### src/core/hub_boot_pkg.sv
/*
 Package for the hub boot stage sequencer: stage enumeration, flash
 signature layout, strap codes, register offset and timing counts.
 Assumes a single 20 MHz core clock.
*/
package hub_boot_pkg;

	// Boot stages of the hub
	typedef enum logic [3:0] {
		ST_STANDBY,
		ST_INIT,
		ST_FLASH_CHECK,
		ST_CFG_READ,
		ST_STRAP,
		ST_SOC_CFG,
		ST_MERGE,
		ST_IDLE,
		ST_SUSPEND,
		ST_CHARGER,
		ST_CONNECT,
		ST_NORMAL
	} stage_type;

	// Strap code for the slave-configuration setting
	localparam logic [2:0]  SLAVE_CONFIG_SETTING = 3'h1;
	localparam logic [2:0]  STRAP_RESET          = 3'h0;

	// Flash image layout
	localparam logic [15:0] SIG_ADDR   = 16'hfffa;
	localparam logic [15:0] CODE_ADDR  = 16'h0000;
	localparam logic [31:0] SIG_WORD   = 32'h32444655;
	localparam int          SIG_BYTES  = 4;

	// Termination register offset
	localparam logic [7:0]  CONFIG_DONE_TRIGGER = 8'hff;

	// Flash port modes
	localparam logic        SPI_MODE_0 = 1'h0;
	localparam logic        SPI_MODE_3 = 1'h1;

	// Clock and timing
	localparam int CLK_MHZ        = 20;
	localparam int PLL_LOCK_NS    = 1000;
	localparam int PLL_LOCK_CYC   = (PLL_LOCK_NS * CLK_MHZ + 999) / 1000;
	localparam int CHG_DET_NS     = 2000;
	localparam int CHG_DET_CYC    = (CHG_DET_NS * CLK_MHZ + 999) / 1000;
	localparam logic [7:0] CONF_RESET = 8'h00;

endpackage

### src/core/hub_boot_stage_sequencer.sv
/*
 Boot and mode sequencer of the hub. Steps from standby through flash
 check, configuration read, strap test, SOC configuration, merge,
 charger detection, connect and normal operation.
 Assumes straps and pins arrive asynchronous; reset pin is active low.
*/
// Functional notes
// - Reset low keeps standby, only reset watched
// - Standby disables ports, tristates, halts PLL
// - Reset high runs boot stages in order
// - No configuration survives standby
// - Release enters init, locks PLL, defaults
// - Read flash signature and compare
// - Match enables flash, fetch from zero
// - Mismatch stays on ROM, config read
// - Flash port single or dual data
// - Flash port supports mode 0 and 3
// - No flash strap skips flash check
// - Load ROM defaults, then strap overrides
// - Slave strap with pull-ups enters SOC
// - SOC configures without any timeout
// - Termination register write exits SOC stage
// - Merge ROM, SOC and OTP settings
// - Idle then suspend without bus power or connect request
// - Bus power goes charger or connect
// - Connect after charger, hold while powered
// - Normal mode runs hub under host
// - OTP over USB runtime, SMBus SOC only
// - Slave strap with pull-ups makes SMBus hub slave
`timescale 1ns/1ps
`default_nettype none
module hub_boot_stage_sequencer
	import hub_boot_pkg::*;
(
	input  wire logic        clk,
	input  wire logic        rst,
	input  wire logic        chip_reset_n,
	input  wire logic        flash_strap,
	input  wire logic        flash_dual,
	input  wire logic        flash_mode3,
	input  wire logic [2:0]  config_strap,
	input  wire logic [7:0]  strap_conf,
	input  wire logic        sm_serial_data_pin,
	input  wire logic        sm_serial_clock_pin,
	input  wire logic        sm_wr,
	input  wire logic [7:0]  sm_addr,
	input  wire logic [7:0]  sm_wdata,
	input  wire logic [7:0]  rom_conf,
	input  wire logic [7:0]  otp_conf,
	input  wire logic        vbus,
	input  wire logic        hub_connect_req,
	input  wire logic        charge_enable,
	input  wire logic        pll_clock_ok,
	input  wire logic        mode_change,
	input  wire logic        otp_usb_req,
	input  wire logic        otp_sm_req,
	input  wire logic [1:0]  flash_miso,
	output logic             flash_sck,
	output logic             flash_cs_n,
	output logic             flash_mosi,
	output logic             pll_run,
	output logic             ports_enable,
	output logic             usb_data_oe,
	output logic             smbus_slave_mode,
	output logic             external_code,
	output logic [15:0]      fetch_addr,
	output logic [7:0]       hub_conf,
	output logic             hub_connect,
	output logic             hub_suspend,
	output logic             charger_detect_stage,
	output logic             otp_grant,
	output logic [3:0]       stage
);

	stage_type state;         // Current stage
	stage_type next_state;    // Next stage

	// Two-stage synchronisers for reset, bus power, SMBus pins, connect and strap code
	logic [1:0] rst_sync;     // Chip reset pin
	logic [1:0] vbus_sync;    // Bus power
	logic [1:0] sda_sync;     // Data pin pull-up sense
	logic [1:0] scl_sync;     // Clock pin pull-up sense
	logic [1:0] conn_sync;    // Connect condition
	logic [2:0] strap_meta;   // Strap code, first flop
	logic [2:0] strap_sync;   // Strap code, second flop
	logic       rst_seen;     // Synchronised reset, delayed
	logic       rst_rise;     // Reset pin low-to-high

	logic [7:0] soc_conf;     // Settings written by the SOC
	logic       soc_written;  // SOC touched the setting
	logic [7:0] cfg_work;     // Working configuration
	logic [2:0] strap_latch;  // Strap caught before strap stage
	logic [7:0] cnt;          // Stage timer
	logic       sig_start;    // Kick the flash reader
	logic       sig_done;     // Reader finished
	logic       sig_match;    // Signature matched
	logic       term_write;   // Termination register hit

	// Reset, bus power, SMBus, connect and strap pins cross in through two flops each
	always_ff @(posedge clk) begin
		if (rst) begin
			rst_sync  <= 2'h0;
			vbus_sync <= 2'h0;
			sda_sync  <= 2'h0;
			scl_sync  <= 2'h0;
			conn_sync <= 2'h0;
			strap_meta <= 3'h0;
			strap_sync <= 3'h0;
			rst_seen  <= 1'b0;
		end else begin
			rst_sync  <= {rst_sync[0], chip_reset_n};
			vbus_sync <= {vbus_sync[0], vbus};
			sda_sync  <= {sda_sync[0], sm_serial_data_pin};
			scl_sync  <= {scl_sync[0], sm_serial_clock_pin};
			conn_sync <= {conn_sync[0], hub_connect_req};
			strap_meta <= config_strap;
			strap_sync <= strap_meta;
			rst_seen  <= rst_sync[1];
		end
	end

	// Edge taken from the second flop only
	assign rst_rise = rst_sync[1] && !rst_seen;

	// Termination write only counts in the SOC stage
	assign term_write = sm_wr && (sm_addr == CONFIG_DONE_TRIGGER)
		&& (state == ST_SOC_CFG);

	// Stage timer, reloaded on every stage change
	always_ff @(posedge clk) begin
		if (rst || state != next_state)
			cnt <= 8'h00;
		else if (cnt != 8'hff)
			cnt <= cnt + 8'h01;
	end

	// Next-stage decision
	always_comb begin
		next_state = state;
		unique case (state)
			ST_STANDBY:
				if (rst_rise)
					next_state = ST_INIT;
			ST_INIT:
				// Wait for PLL lock time from init entry, and for a valid clock
				if (pll_clock_ok && cnt >= 8'(PLL_LOCK_CYC - 1)) begin
					if (flash_strap)
						next_state = ST_FLASH_CHECK;
					else
						next_state = ST_CFG_READ;
				end
			ST_FLASH_CHECK:
				if (sig_done) begin
					if (sig_match)
						next_state = ST_NORMAL;
					else
						next_state = ST_CFG_READ;
				end
			ST_CFG_READ:
				next_state = ST_STRAP;
			ST_STRAP:
				if (strap_latch == SLAVE_CONFIG_SETTING
				    && sda_sync[1] && scl_sync[1])
					next_state = ST_SOC_CFG;
				else
					next_state = ST_MERGE;
			ST_SOC_CFG:
				// No timeout: only the termination write ends it
				if (term_write)
					next_state = ST_MERGE;
			ST_MERGE:
				next_state = ST_IDLE;
			ST_IDLE, ST_SUSPEND:
				if (vbus_sync[1])
					next_state = charge_enable ? ST_CHARGER
						: ST_CONNECT;
				else if (!conn_sync[1])
					next_state = ST_SUSPEND;
				else
					next_state = ST_IDLE;
			ST_CHARGER:
				if (cnt >= 8'(CHG_DET_CYC - 1))
					next_state = ST_CONNECT;
			ST_CONNECT:
				if (!vbus_sync[1])
					next_state = ST_IDLE;
				else
					next_state = ST_NORMAL;
			ST_NORMAL:
				// Stays until the system changes mode, or bus power drops while running from ROM
				if (mode_change || (!external_code && !vbus_sync[1]))
					next_state = ST_IDLE;
		endcase
		// Reset pin low overrides everything
		if (!rst_sync[1])
			next_state = ST_STANDBY;
	end

	// Stage register
	always_ff @(posedge clk) begin
		if (rst)
			state <= ST_STANDBY;
		else
			state <= next_state;
	end

	// Strap capture, clocked so reset never loads a pin
	always_ff @(posedge clk) begin
		if (rst || state == ST_STANDBY)
			strap_latch <= STRAP_RESET;
		else if (state == ST_CFG_READ)
			// One stage early, so the strap stage decides on it
			strap_latch <= strap_sync;
	end

	// SOC-written settings; any address below the trigger
	always_ff @(posedge clk) begin
		if (rst || state == ST_STANDBY) begin
			soc_conf    <= CONF_RESET;
			soc_written <= 1'b0;
		end else if (state == ST_SOC_CFG && sm_wr
		             && sm_addr != CONFIG_DONE_TRIGGER) begin
			soc_conf    <= sm_wdata;
			soc_written <= 1'b1;
		end
	end

	// Working configuration built stage by stage
	always_ff @(posedge clk) begin
		if (rst || state == ST_STANDBY || state == ST_INIT)
			cfg_work <= CONF_RESET;
		else if (state == ST_CFG_READ)
			cfg_work <= rom_conf | strap_conf;
		else if (state == ST_MERGE)
			// OTP bits layered over SOC or ROM values
			cfg_work <= (soc_written ? soc_conf : cfg_work)
				| otp_conf;
	end

	// Flash fetch control
	always_ff @(posedge clk) begin
		if (rst || state == ST_STANDBY) begin
			external_code <= 1'b0;
			fetch_addr    <= CODE_ADDR;
			sig_start     <= 1'b0;
		end else begin
			sig_start <= (next_state == ST_FLASH_CHECK)
				&& (state != ST_FLASH_CHECK);
			if (state == ST_FLASH_CHECK && sig_done && sig_match) begin
				external_code <= 1'b1;
				fetch_addr    <= CODE_ADDR;
			end
		end
	end

	flash_sig_reader u_sig (
		.clk       (clk),
		.rst       (rst || state == ST_STANDBY),
		.start     (sig_start),
		.dual      (flash_dual),
		.cpol_mode (flash_mode3 ? SPI_MODE_3 : SPI_MODE_0),
		.miso      (flash_miso),
		.sck       (flash_sck),
		.cs_n      (flash_cs_n),
		.mosi      (flash_mosi),
		.done      (sig_done),
		.match     (sig_match)
	);

	// Stage-derived outputs, all from flops
	always_ff @(posedge clk) begin
		if (rst) begin
			pll_run              <= 1'b0;
			ports_enable         <= 1'b0;
			usb_data_oe          <= 1'b0;
			smbus_slave_mode     <= 1'b0;
			hub_conf             <= CONF_RESET;
			hub_connect          <= 1'b0;
			hub_suspend          <= 1'b0;
			charger_detect_stage <= 1'b0;
			otp_grant            <= 1'b0;
			stage                <= 4'h0;
		end else begin
			pll_run      <= next_state != ST_STANDBY;
			ports_enable <= next_state == ST_CONNECT
				|| next_state == ST_NORMAL;
			usb_data_oe  <= next_state == ST_CONNECT
				|| next_state == ST_NORMAL;
			// Slave only once strap and pull-ups both qualified
			smbus_slave_mode <= next_state != ST_STANDBY
				&& (next_state == ST_SOC_CFG
				|| smbus_slave_mode);
			if (state == ST_MERGE)
				hub_conf <= (soc_written ? soc_conf : cfg_work)
					| otp_conf;
			else if (next_state == ST_STANDBY)
				hub_conf <= CONF_RESET;
			hub_connect <= (next_state == ST_CONNECT
				|| next_state == ST_NORMAL) && vbus_sync[1];
			hub_suspend <= next_state == ST_SUSPEND;
			charger_detect_stage <= next_state == ST_CHARGER;
			otp_grant <= (next_state == ST_NORMAL && otp_usb_req)
				|| (next_state == ST_SOC_CFG && otp_sm_req);
			stage <= 4'(next_state);
		end
	end
endmodule
`default_nettype wire

### src/core/flash_sig_reader.sv
/*
 Serial flash signature reader. Issues a read at the signature address
 and shifts four bytes in over one or two data lines, modes 0 or 3.
 Assumes a flash that answers the plain read command, and synchronised
 data inputs from the caller.
*/
`timescale 1ns/1ps
`default_nettype none
module flash_sig_reader
	import hub_boot_pkg::*;
(
	input  wire logic        clk,
	input  wire logic        rst,
	input  wire logic        start,
	input  wire logic        dual,
	input  wire logic        cpol_mode,
	input  wire logic [1:0]  miso,
	output logic             sck,
	output logic             cs_n,
	output logic             mosi,
	output logic             done,
	output logic             match
);

	localparam logic [31:0] CMD_ADDR = {8'h03, 8'h00, SIG_ADDR};

	logic        busy;   // Transfer running
	logic [6:0]  bitc;   // Bit counter, command then data
	logic        ph;     // Half-period phase
	logic [31:0] sh;     // Outgoing command shift
	logic [31:0] rx;     // Received signature

	// Idle clock level follows the mode: low for 0, high for 3
	// Transfer engine; data sampled on rising, shifted on falling
	always_ff @(posedge clk) begin
		if (rst) begin
			busy <= 1'b0;
			bitc <= 7'h00;
			ph   <= 1'b0;
			sh   <= 32'h00000000;
			rx   <= 32'h00000000;
			sck  <= 1'b0;
			cs_n <= 1'b1;
			mosi <= 1'b0;
			done <= 1'b0;
		end else begin
			done <= 1'b0;
			if (!busy) begin
				sck <= cpol_mode;
				if (start) begin
					busy <= 1'b1;
					cs_n <= 1'b0;
					// Mode 3 idles high: drop now so the first
					// rise samples the top bit instead of losing it
					sck  <= 1'b0;
					bitc <= 7'h00;
					ph   <= 1'b0;
					sh   <= {CMD_ADDR[30:0], 1'b0};
					mosi <= CMD_ADDR[31];
				end
			end else begin
				ph <= ~ph;
				if (!ph) begin
					// Rising edge: sample
					sck <= 1'b1;
					if (bitc >= 7'h20) begin
						if (dual)
							rx <= {rx[29:0], miso};
						else
							rx <= {rx[30:0], miso[0]};
					end
				end else begin
					// Falling edge: shift out next bit
					sck  <= 1'b0;
					mosi <= sh[31];
					sh   <= {sh[30:0], 1'b0};
					if ((dual && bitc == 7'h2f) ||
					    (!dual && bitc == 7'h3f)) begin
						busy <= 1'b0;
						cs_n <= 1'b1;
						done <= 1'b1;
					end
					bitc <= bitc + 7'h01;
				end
			end
		end
	end

	assign match = (rx == SIG_WORD);

endmodule
`default_nettype wire

### config.mk
export PLATFORM = sky130hd
export DESIGN_NAME = hub_boot_stage_sequencer
export DESIGN_NICKNAME = d
export VERILOG_FILES = /design/src/core/hub_boot_pkg.sv /design/src/core/hub_boot_stage_sequencer.sv /design/src/core/flash_sig_reader.sv
export SDC_FILE = /design/constraint.sdc
export NUM_CORES = 1
export LEC_CHECK = 0
export ABC_CLOCK_PERIOD_IN_PS = 2630
export BUFFER_PORTS_ARGS = -buffer_cell sky130_fd_sc_hd__buf_4
export CAP_MARGIN = 5
export CORE_MARGIN = 5
export CORE_UTILIZATION = 44
export CTS_CLUSTER_SIZE = 16
export DETAILED_ROUTE_END_ITERATION = 10
export GPL_ROUTABILITY_DRIVEN = 1
export PLACE_DENSITY = 0.71
export SLEW_MARGIN = 20
export SYNTH_ARGS = -nofsm -noshare
export SYNTH_HDL_FRONTEND = slang
export SYNTH_HIERARCHICAL = 1
export SYNTH_SLANG_ARGS = --single-unit
### constraint.sdc
create_clock -name clk -period 2.63 [get_ports clk]
set_input_delay 0 -clock clk [delete_from_list [all_inputs] [get_ports clk]]
set_output_delay 0 -clock clk [all_outputs]
set_load 0.02 [all_outputs]
Word-level counts from Yosys, hierarchy flattened
Index checks and enable logic that the tools add are counted.
{"block": "totals", "reg_bits": 143, "in_bits": 61, "output_inout_bits": 40, "wordCells": 154}
{"block": "classes", "addsub": 2, "order_cmp": 3, "eq_ne": 28, "muxes": 43, "n_bitwise": 4, "reduce_logical": 41}
{"op": "32-bit two-way mux", "count": 4}
{"op": "4-bit two-way mux", "count": 11}
{"op": "4-bit one-hot mux with 11 select lines", "count": 1}
{"op": "8-bit two-way mux", "count": 5}
{"op": "32-bit by 30-bit equality test with 1-bit output, second input constant", "count": 1}
{"op": "4-bit equality test, second input constant", "count": 8}
{"op": "7-bit two-way mux", "count": 3}
{"op": "4-bit by 3-bit equality test with 1-bit output, second input constant", "count": 5}
{"op": "1-bit logical AND", "count": 18}
{"op": "1-bit two-way mux", "count": 17}
{"op": "8-bit != test, second input constant", "count": 2}
{"op": "8-bit bitwise OR", "count": 2}
{"op": "7-bit by 6-bit equality test with 1-bit output, second input constant", "count": 2}
{"op": "4-bit by 2-bit equality test with 1-bit output, second input constant", "count": 3}
{"op": "8-bit by 1-bit adder with 8-bit output, second input constant", "count": 1}
{"op": "8-bit equality test, second input constant", "count": 1}
{"op": "8-bit by 5-bit >= comparator with 1-bit output, second input constant", "count": 1}
{"op": "8-bit by 6-bit >= comparator with 1-bit output, second input constant", "count": 1}
{"op": "4-bit logical NOT", "count": 2}
{"op": "1-bit logical OR", "count": 8}
{"op": "7-bit by 1-bit adder with 7-bit output, second input constant", "count": 1}
{"op": "7-bit by 6-bit >= comparator with 1-bit output, second input constant", "count": 1}
{"op": "3-bit AND reduction", "count": 2}
{"op": "2-bit nonzero test", "count": 3}
{"op": "12 further kinds", "count": 18}

Longest topological paths before layout
Gate-level depths: netlist (run 1).
{"block": "logic_depth", "word_depth": 9, "depth_mapped": 10, "mapped_depth_nobuf": 9}

By module
The synthesis (run 1) kept the hierarchy.
{"mod": "hub_boot_stage_sequencer", "instances": 1, "cells_each": 396, "area_per_inst_um2": 3387.0, "seq_area_each_um2": 1321.3}
{"mod": "flash_sig_reader", "instances": 1, "cells_each": 296, "area_per_inst_um2": 3091.7, "seq_area_each_um2": 1501.4}

Least setup slack after synthesis (run 1)
OpenSTA, ideal clock, no wires.
{"block": "synth_timing", "path_kind": "reg2reg", "from": "register stage[0] (netlist name)", "to": "register u_sig.bitc[0]", "setup_time_ps": 128, "arrival_ps": 2288, "required_time_ps": 2502, "path_slack_ps": 214, "stages_incl_launch_ff": 11, "n_path_buf": 6, "synth_period_minus_slack_ps": 2416, "cell_sequence": "dfxtp_1 buf_4 buf_2 nor2_1 a21oi_1 inv_1 clkbuf_1 buf_2 buf_1 clkbuf_1 nor2_1"}
{"element": "to (signal assigned)", "line": "flash_sig_reader.sv:83", "rtl": "bitc <= bitc + 7'h01;"}
{"element": "to (decl)", "line": "flash_sig_reader.sv:28", "rtl": "logic [6:0] bitc;"}

Worst setup path after layout (run 1)
{"block": "layout_timing", "from": "register cnt[0]", "to": "register cnt[2]"}
{"block": "layout_via", "elab_chain_cells": 7, "elab_cells_between_ends": 11, "cone_classes": "1 x add/sub; 2 x order compare; 2 x eq/ne; 4 x mux; 2 x reduce/logical"}
{"element": "from (decl)", "line": "hub_boot_stage_sequencer.sv:93", "rtl": "logic [7:0] cnt;"}
{"element": "from (signal assigned)", "line": "hub_boot_stage_sequencer.sv:134", "rtl": "cnt <= cnt + 8'h01;"}
{"element": "8-bit by 5-bit >= comparator with 1-bit output", "line": "hub_boot_stage_sequencer.sv:146", "rtl": "if (pll_clock_ok && cnt >= 8'(PLL_LOCK_CYC - 1)) begin"}
{"element": "1-bit logical AND", "line": "hub_boot_stage_sequencer.sv:146"}
{"element": "4-bit two-way mux", "line": "hub_boot_stage_sequencer.sv:146"}
{"element": "4-bit one-hot mux with 11 select lines", "line": "hub_boot_stage_sequencer.sv:140", "rtl": "unique case (state)"}
{"element": "4-bit two-way mux", "line": "hub_boot_stage_sequencer.sv:195", "rtl": "if (!rst_sync[1])"}
{"element": "4-bit != test", "line": "hub_boot_stage_sequencer.sv:131", "rtl": "if (rst || state != next_state)"}
{"element": "1-bit logical OR", "line": "hub_boot_stage_sequencer.sv:131"}
Several ways; a longest one is shown, not always the timed one.
A chain may end at the register's enable or synchronous reset.

==> metrics.md, run 1 <==
| Metric | Value |
|---|---|
| Worst path required time | around 3.0 ns |
| Final net count | around 870 |
| Slowest-stage cell, CP | a2111oi_4 |
| Fmax | just under 400 MHz |
| Slew Viols, Final | 0 |
| Die Wd | about 130 µm |
| Setup Fix Bufs, Post-CTS | 0 |
| Via count | about 5700 |
| Layout area overhead | 26.5% |
| Slew @ Worst Pin | just over 0.8 ns |
| Port buffer count | 84 |
| Crit path time final | 2.53 ns |
| Final ANT Viol Nets | 0 |
| Starting DRT DRC Count | 385 |
| Final Hold Fails | 0 |
| Most frequent cells in the layout | dfxtp_1, buf_4, nor2_1 |
| Setup_tns | 0 ns |
| Synth Register Bits | roughly 140 |
| Fillers | about 1300 |
| P per Cell Area | approximately 580 nW/µm² |
| Crit path kind | reg2reg |
| Slew headroom | between 40% and 50% |
| Share of cells above drive strength 1 | a little over a fifth |
| Final Skew | around 0.015 ns |
| Arrival @ worst endpoint | between 2 and 3 ns |
| H-tree depth | 4 |
| RSZ-0062 raised after global routing | no |
| Worst-path clk slew | ~0.060 ns |
| DR WL/cell | 16.4 µm |
| Sink Count | ~140 |
| Post-route cell area | between 8000 and 9000 µm² |
| Clock share of power | between 40% and 50% |
| Most common cell after layout, fill and taps aside | dfxtp_1 |
| Final setup fails | 0 |
| Drt pass-1 iters | 5 |
| P_sw | ~0.0011 W |
| Row cnt | 44 |
| Maximum VDD drop | roughly 430 µV |
| Final Cycle Share | between 90 and 100% |
| CP peak stage delay | ~0.45 ns |
| CP endpoint kind | flip-flop |
| Post-synth EDFFs | 0 |
| Clk buf depth | 2 |
| Die H | 131 µm |
| Register area share after synthesis | between 40% and 50% |
| HP Class | in2reg |
| Number of max-cap violations | 0 |
| Gate power share | between 5 and 6% |
| Syn_area_per_cell | approximately 9.4 µm² |
| Initial Util | around 45% |
| Number of antenna violations at the first check in global routing | 0 |
| RePlAce Congestion | between 0.8 and 0.9 |
| Clk_lat worst skew | approximately 0.43 ns |
| Total gr overflow | 0 |
| Max FO, Critical Path | 10 |
| DRC viols | 0 |
| Cells along the critical path | ha_1, a211o_1, a2111oi_4, a2bb2oi_2, buf_4, and3_4, nor2_2, nor4_1 |
| Yosys warns | 6 |
| Internal power | between 0.003 and 0.004 W |
| Core area | 14500 µm² |
| Global-route wire length before repair | roughly 27000 µm |
| Worst Hold Slack | between 0.04 and 0.05 ns |
| Placed Area | about 7200 µm² |
| Startpoint types | flip-flop |
| Largest net degree at the start of global routing | 43 |
| Power after layout | 0.00473 W |
| Synth cell types | 76 |
| Flop pwr share | 45.8% |
| IO Pins | slightly above 100 |
| Syn Inst Count | around 690 |
| Vias in the first global route | ~5500 |
| Synth Flop Type | dfxtp_1 |
| Num CTS Buffers | 17 |
| Mapped cell area | ~6500 µm² |
| Antenna diodes | 0 |
| Gr usage total | 18.5% |
| Sw Share | between 20% and 30% |
| Critical path buffers and inverters | 1 |
| Root Buffer | clkbuf_16 |
| Post-DP HPWL | about 11000 µm |
| Lkg Pwr | about 3 nW |
| Async set-reset flop share out of synthesis | 0% |
| CTS tree | done |
| Vias per cell | roughly 5.7 |
| Status | finished clean |
| Crit path max-delay family | compound AO/OA/AOI/OAI gates |
| Total Die Area | between 15000 and 20000 µm² |
| Routed WL | ~16000 µm |
==> registers in the layout, indices dropped and copies added, names as in the netlist, 3 cells and up <==
name	count
hub_conf	8
cnt	8
strap_latch	3
u_sig/bitc	7
strap_meta	3
u_sig/rx	32
soc_conf	8
stage	4
strap_sync	3
cfg_work	8
u_sig/sh	30
==> per-stage QoR <==
stage	instances	setup slack [ns]	util (%)
2_1_floorplan	707	0.214	-
3_5_place_dp	925	0.149	49.5
5_1_grt	999	0.00264	56.6
6_report	999	0.104	56.6
3_3_place_gp	925	0.254	49.5
4_1_cts	999	0.140	56.4
==> layout make-up <==
class	count	area [µm²]	area share (%)
multi-input combinational	487	3330	40.6
timing repair buffer	145	1190	14.6
tap	184	230	2.81
clock inverter	11	109	1.33
inverter	10	41.3	0.504
sequential	141	2820	34.5
clock buffer	21	470	5.74
==> worst paths after layout <==
check,slack (ns),start,cells after the start,endpoint
worst max-delay path,0.10,cnt[0],8,cnt[2]
worst min-delay path,0.04,otp_conf[5],5,hub_conf[5]
worst max register to register,0.10,cnt[0],8,cnt[2]
worst min register to register,0.43,strap_meta[1],1,strap_sync[1]
==> logic make-up (layout without fill, tap and decap cells) <==
family | count (synthesis) | in the layout | share of synthesized area (%)
compound gates | 197 | 197 | 22.7
xor+xnor | 3 | 3 | 0.406
fa+ha+maj | 2 | 2 | 0.386
buf+inv | 79 | 187 | 6.39
flops | 141 | 141 | 43.6
mux | 46 | 46 | 7.15
other cells | 1 | 16 | 0.0579
simple gates | 223 | 223 | 19.4
==> routing by layer <==
metal	wire length (µm)	GRT usage [%]
met1	7280	23.7
met4	446	8.17
met2	7730	30.1
met3	958	4.05
met5	0	0
==> worst reg2reg max path, delay by kind of cell, from the launching register on <==
| kind | cells | cell delay [ns] |
|---|---|---|
| buf+inv | 1 | 0.19 |
| compound gates | 3 | 1.00 |
| flops | 1 | 0.35 |
| fa+ha+maj | 1 | 0.27 |
| simple gates | 3 | 0.60 |
==> synth_stat cells (6+ instances only) <==
cell type,count,share of area [%]
dfxtp_1,141,44
mux2i_1,44,6.8
nand2b_1,11,1.1
nor2_1,53,3.1
nor3_1,29,2.2
buf_2,19,1.5
nor2b_1,29,2.8
nand3_1,11,0.85
nand2_1,22,1.3
a211oi_1,49,5.7
a22o_1,14,1.9
nand3b_1,9,1.0
o221a_2,15,2.6
inv_1,9,0.52
nor4_1,8,0.77
nand4_1,9,0.87
nor4b_1,6,0.81
a311oi_1,8,1.1
buf_4,19,2.2
clkbuf_1,26,1.5
o21ai_0,17,1.3
a21oi_1,50,3.9
==> power groups by stage <==
| stage | clock (W) | combinational (W) | sequential, W |
|---|---|---|---|
| after CTS | 0.00235 | 0.000252 | 0.00217 |
| after floorplan | 0 | 0.000136 | 0.00221 |
| final | 0.00230 | 0.000257 | 0.00217 |
| after global routing | 0.00244 | 0.000276 | 0.00217 |
| after global placement | 0 | 0.000208 | 0.00221 |
| after detailed placement | 0 | 0.000211 | 0.00221 |
==> what timing repair did <==
item	in CTS	in global routing
hold buffers	42	0
resized for setup	0	6
endpoints found under the hold margin	36	0
endpoints found under the setup margin	0	7
Note: power is estimated with default switching activity, not from simulation.
==> run 2, diff against run 1 <==
--- a/config.mk
+++ b/config.mk
@@ -5,7 +5,7 @@
 export SDC_FILE = /design/constraint.sdc
 export NUM_CORES = 1
 export LEC_CHECK = 0
-export ABC_CLOCK_PERIOD_IN_PS = 2630
+export ABC_CLOCK_PERIOD_IN_PS = 2100
 export BUFFER_PORTS_ARGS = -buffer_cell sky130_fd_sc_hd__buf_4
 export CAP_MARGIN = 5
 export CORE_MARGIN = 5
@@ -13,7 +13,7 @@
 export CTS_CLUSTER_SIZE = 16
 export DETAILED_ROUTE_END_ITERATION = 10
 export GPL_ROUTABILITY_DRIVEN = 1
-export PLACE_DENSITY = 0.71
+export PLACE_DENSITY = 0.74
 export SLEW_MARGIN = 20
 export SYNTH_ARGS = -nofsm -noshare
 export SYNTH_HDL_FRONTEND = slang
==> constraint.sdc (replaced) <==
create_clock -name clk -period 2.1 [get_ports clk]
set_input_delay 0 -clock clk [delete_from_list [all_inputs] [get_ports clk]]
set_output_delay 0 -clock clk [all_outputs]
set_load 0.05 [all_outputs]
==> metrics.md, run 2 (same netlist as run 1, synthesis figures left out) <==
| Metric | Value |
|---|---|
| DRC viols | 0 (unchanged) |
| Cells along the critical path | buf_6, nand2b_4, nor2_1, a221o_1, a31oi_2, buf_4, or4b_1, a21oi_2 |
| Crit path time final | 2.15 ns (-0.371 ns) |
| HP Class | in2reg |
| Final ANT Viol Nets | 0 (unchanged) |
| Die H | 131 µm (unchanged) |
| P per Cell Area | 674 nW/µm² (+17%) |
| Flop pwr share | 45.2% (-0.6 points) |
| IO Pins | 101 (unchanged) |
| Slowest-stage cell, CP | or4b_1 |
| Largest register FFs | 32 (unchanged) |
| Die Wd | 131 µm (unchanged) |
| Max FO, Critical Path | 12 (+2) |
| Crit path max-delay family | compound AO/OA/AOI/OAI gates |
| Layout area overhead | 37.3% |
| Drt pass-1 iters | 7 (+2) |
| Number of antenna violations at the first check in global routing | 4 (+4) |
| Arrival @ worst endpoint | 2.51 ns (-0.33 ns) |
| Num CTS Buffers | 17 (unchanged) |
| Final setup margin | -0.0548 ns (-0.159 ns) |
| Worst path required time | 2.46 ns (-0.49 ns) |
| CP endpoint kind | flip-flop |
| Number of max-cap violations | 0 (unchanged) |
| RePlAce Congestion | 0.956 (+10%) |
| Final Hold Fails | 0 (unchanged) |
| Clk buf depth | 2 (unchanged) |
| Beginning of the worst hold path | otp_usb_req |
| Clk_lat worst skew | 0.42 ns (about the same) |
| Initial Util | 44.7% (unchanged) |
| FF-to-FF setup slack | -0.05 ns (-0.16 ns) |
| Sw Share | 23.3% (+0.90 points) |
| Reg-to-Reg End | otp_grant |
| Maximum VDD drop | 542 µV (+25%) |
| P_sw | 0.00139 W (+32%) |
| Worst-path clk slew | 0.06 ns (about the same) |
| Via count | 6100 (+6.3%) |
| RSZ-0062 raised after global routing | yes |
| Fillers | 1159 (-7.9%) |
| Slew Viols, Final | 0 (unchanged) |
| R2R cell count | 8 (unchanged) |
| Failing checks | negative setup slack |
| Port buffer count | 84 (unchanged) |
| Slew @ Worst Pin | 0.761 ns (-0.0506 ns) |
| Crit path kind | reg2reg |
| Global-route wire length before repair | 28900 µm (+6.6%) |
| Share of cells above drive strength 1 | 31.7% (+11 points) |
| Total gr overflow | 0 (unchanged) |
| Largest net degree at the start of global routing | 46 (+7.0%) |
| Vias in the first global route | 5953 (+8.1%) |
| Lkg Pwr | 3.40 nW (+12%) |
| Critical path buffers and inverters | 2 (+1) |
| Sink Count | 141 (unchanged) |
| RR Startpoint | stage[1] |
| Total Die Area | 17300 µm² (unchanged) |
| Most flop-heavy register | u_sig/rx |
| Clock share of power | 47.8% (-0.9 points) |
| H-tree depth | 4 (unchanged) |
| DR WL/cell | 16.8 µm (+2.2%) |
| Final Skew | 0.00792 ns (-0.00705 ns) |
| Largest registers | u_sig/rx x32, u_sig/sh x30 |
| Setup_tns | -0.207 ns (-0.207 ns) |
| CTS tree | done |
| Gr usage total | 19.8% (+1.3 points) |
| Hold EP | otp_grant |
| Most common cell after layout, fill and taps aside | buf_4 |
| Root Buffer | clkbuf_16 |
| Routed WL | 17800 µm (+8.6%) |
| Status | complete, but fails checks |
| Core area | 14500 µm² (unchanged) |
| Final Cycle Share | 103% (+6.6 points) |
| Most frequent cells in the layout | buf_4, dfxtp_1, nor2_1 |
| CP peak stage delay | 0.45 ns (about the same) |
| Row cnt | 44 (unchanged) |
| Gate power share | 7.1% (+1.7 points) |
| Cells on Worst Hold Path | 4 (-1) |
| Final setup fails | 7 (+7) |
| Internal power | 0.00460 W (+25%) |
| Final net count | 924 (+6.8%) |
| Finished Core Util | 61.4% (+4.8 points) |
| Post-DP HPWL | 11600 µm (+5.4%) |
| Crit path from | stage[1] |
| Vias per cell | 5.74 (about the same) |
| Startpoint types | flip-flop |
| Starting DRT DRC Count | 539 (+40%) |
| Slew headroom | 47.8% (+3.5 points) |
| Fmax | 464 MHz (+17%) |
==> run 2: cell types whose count changed in the layout (fill, tap and decap cells not counted), sizes merged <==
cell / before / now
dlygate4sd3: 42 / 39
diode: 0 / 4
inv: 11 / 12
clkbuf: 21 / 19
buf: 103 / 165
clkinvlp: 5 / 0
clkinv: 4 / 10
==> run 2: area by class of cell <==
type | count | area (µm²) | area share [%]
clock inverter | 13 | 113 | 1.27
sequential | 141 | 2850 | 32.0
antenna | 4 | 10.0 | 0.113
multi-input combinational | 487 | 3550 | 39.9
inverter | 10 | 38.8 | 0.436
clock buffer | 19 | 454 | 5.11
tap | 184 | 230 | 2.59
timing repair buffer | 204 | 1660 | 18.6
==> run 2: power groups by stage <==
stage                     Clock (W)  Combinational [W]  Sequential, W
after floorplan                   0           0.000209        0.00277
after detailed placement          0           0.000335        0.00276
after global placement            0           0.000328        0.00276
final                       0.00286           0.000425        0.00271
after CTS                   0.00290           0.000403        0.00271
after global routing        0.00305           0.000449        0.00271
==> run 2: what timing repair did <==
item | 4_1_cts | 5_1_grt
pin swaps | 13 | 20
buffers inserted | 1 | 1
hold buffers | 39 | 0
endpoints found under the hold margin | 35 | 0
gates cloned | 0 | 1
resized for setup | 24 | 47
setup endpoints to repair | 23 | 24
==> run 2: through the flow <==
stage	hold slack [ns]	cell area [µm²]	total power (W)	setup slack [ns]	cells
6_report	0.0109	8900	0.00600	-0.0548	1062
5_1_grt	0.0165	8900	0.00620	-0.146	1062
4_1_cts	0.00643	8710	0.00601	-0.0414	1056
3_5_place_dp	0.215	7620	0.00310	-0.112	984
3_3_place_gp	0.210	7620	0.00309	-0.0574	984
2_1_floorplan	0.124	6560	0.00298	0.00593	707
==> run 2: worst max-delay path by stage <==
stage / cells after the start / end / slack [ns]
CTS: 7 / charger_detect_stage / -0.04
global route: 8 / cnt[1] / -0.15
global placement: 9 / cnt[4] / -0.06
floorplan: 7 / hub_suspend / 0.006
finish: 8 / otp_grant / -0.05
detailed placement: 8 / cnt[6] / -0.11
==> run 2: tightest hold or removal path, stage by stage <==
cell and delay, ns:
buf_4 0.11, o211ai_1 0.09, or4b_1 0.13, a21oi_2 0.05
==> run 2: layer usage <==
layer / wire length, µm / track usage [%] / vias to the layer above / share of wire (%)
li1: - / - / 2902 / -
met1: 7470 / 24.5 / 2847 / 42
met4: 755 / 11.2 / 0 / 4.2
met3: 1170 / 4.70 / 72 / 6.6
met5: 0 / 0 / - / 0
met2: 8430 / 31.8 / 279 / 47
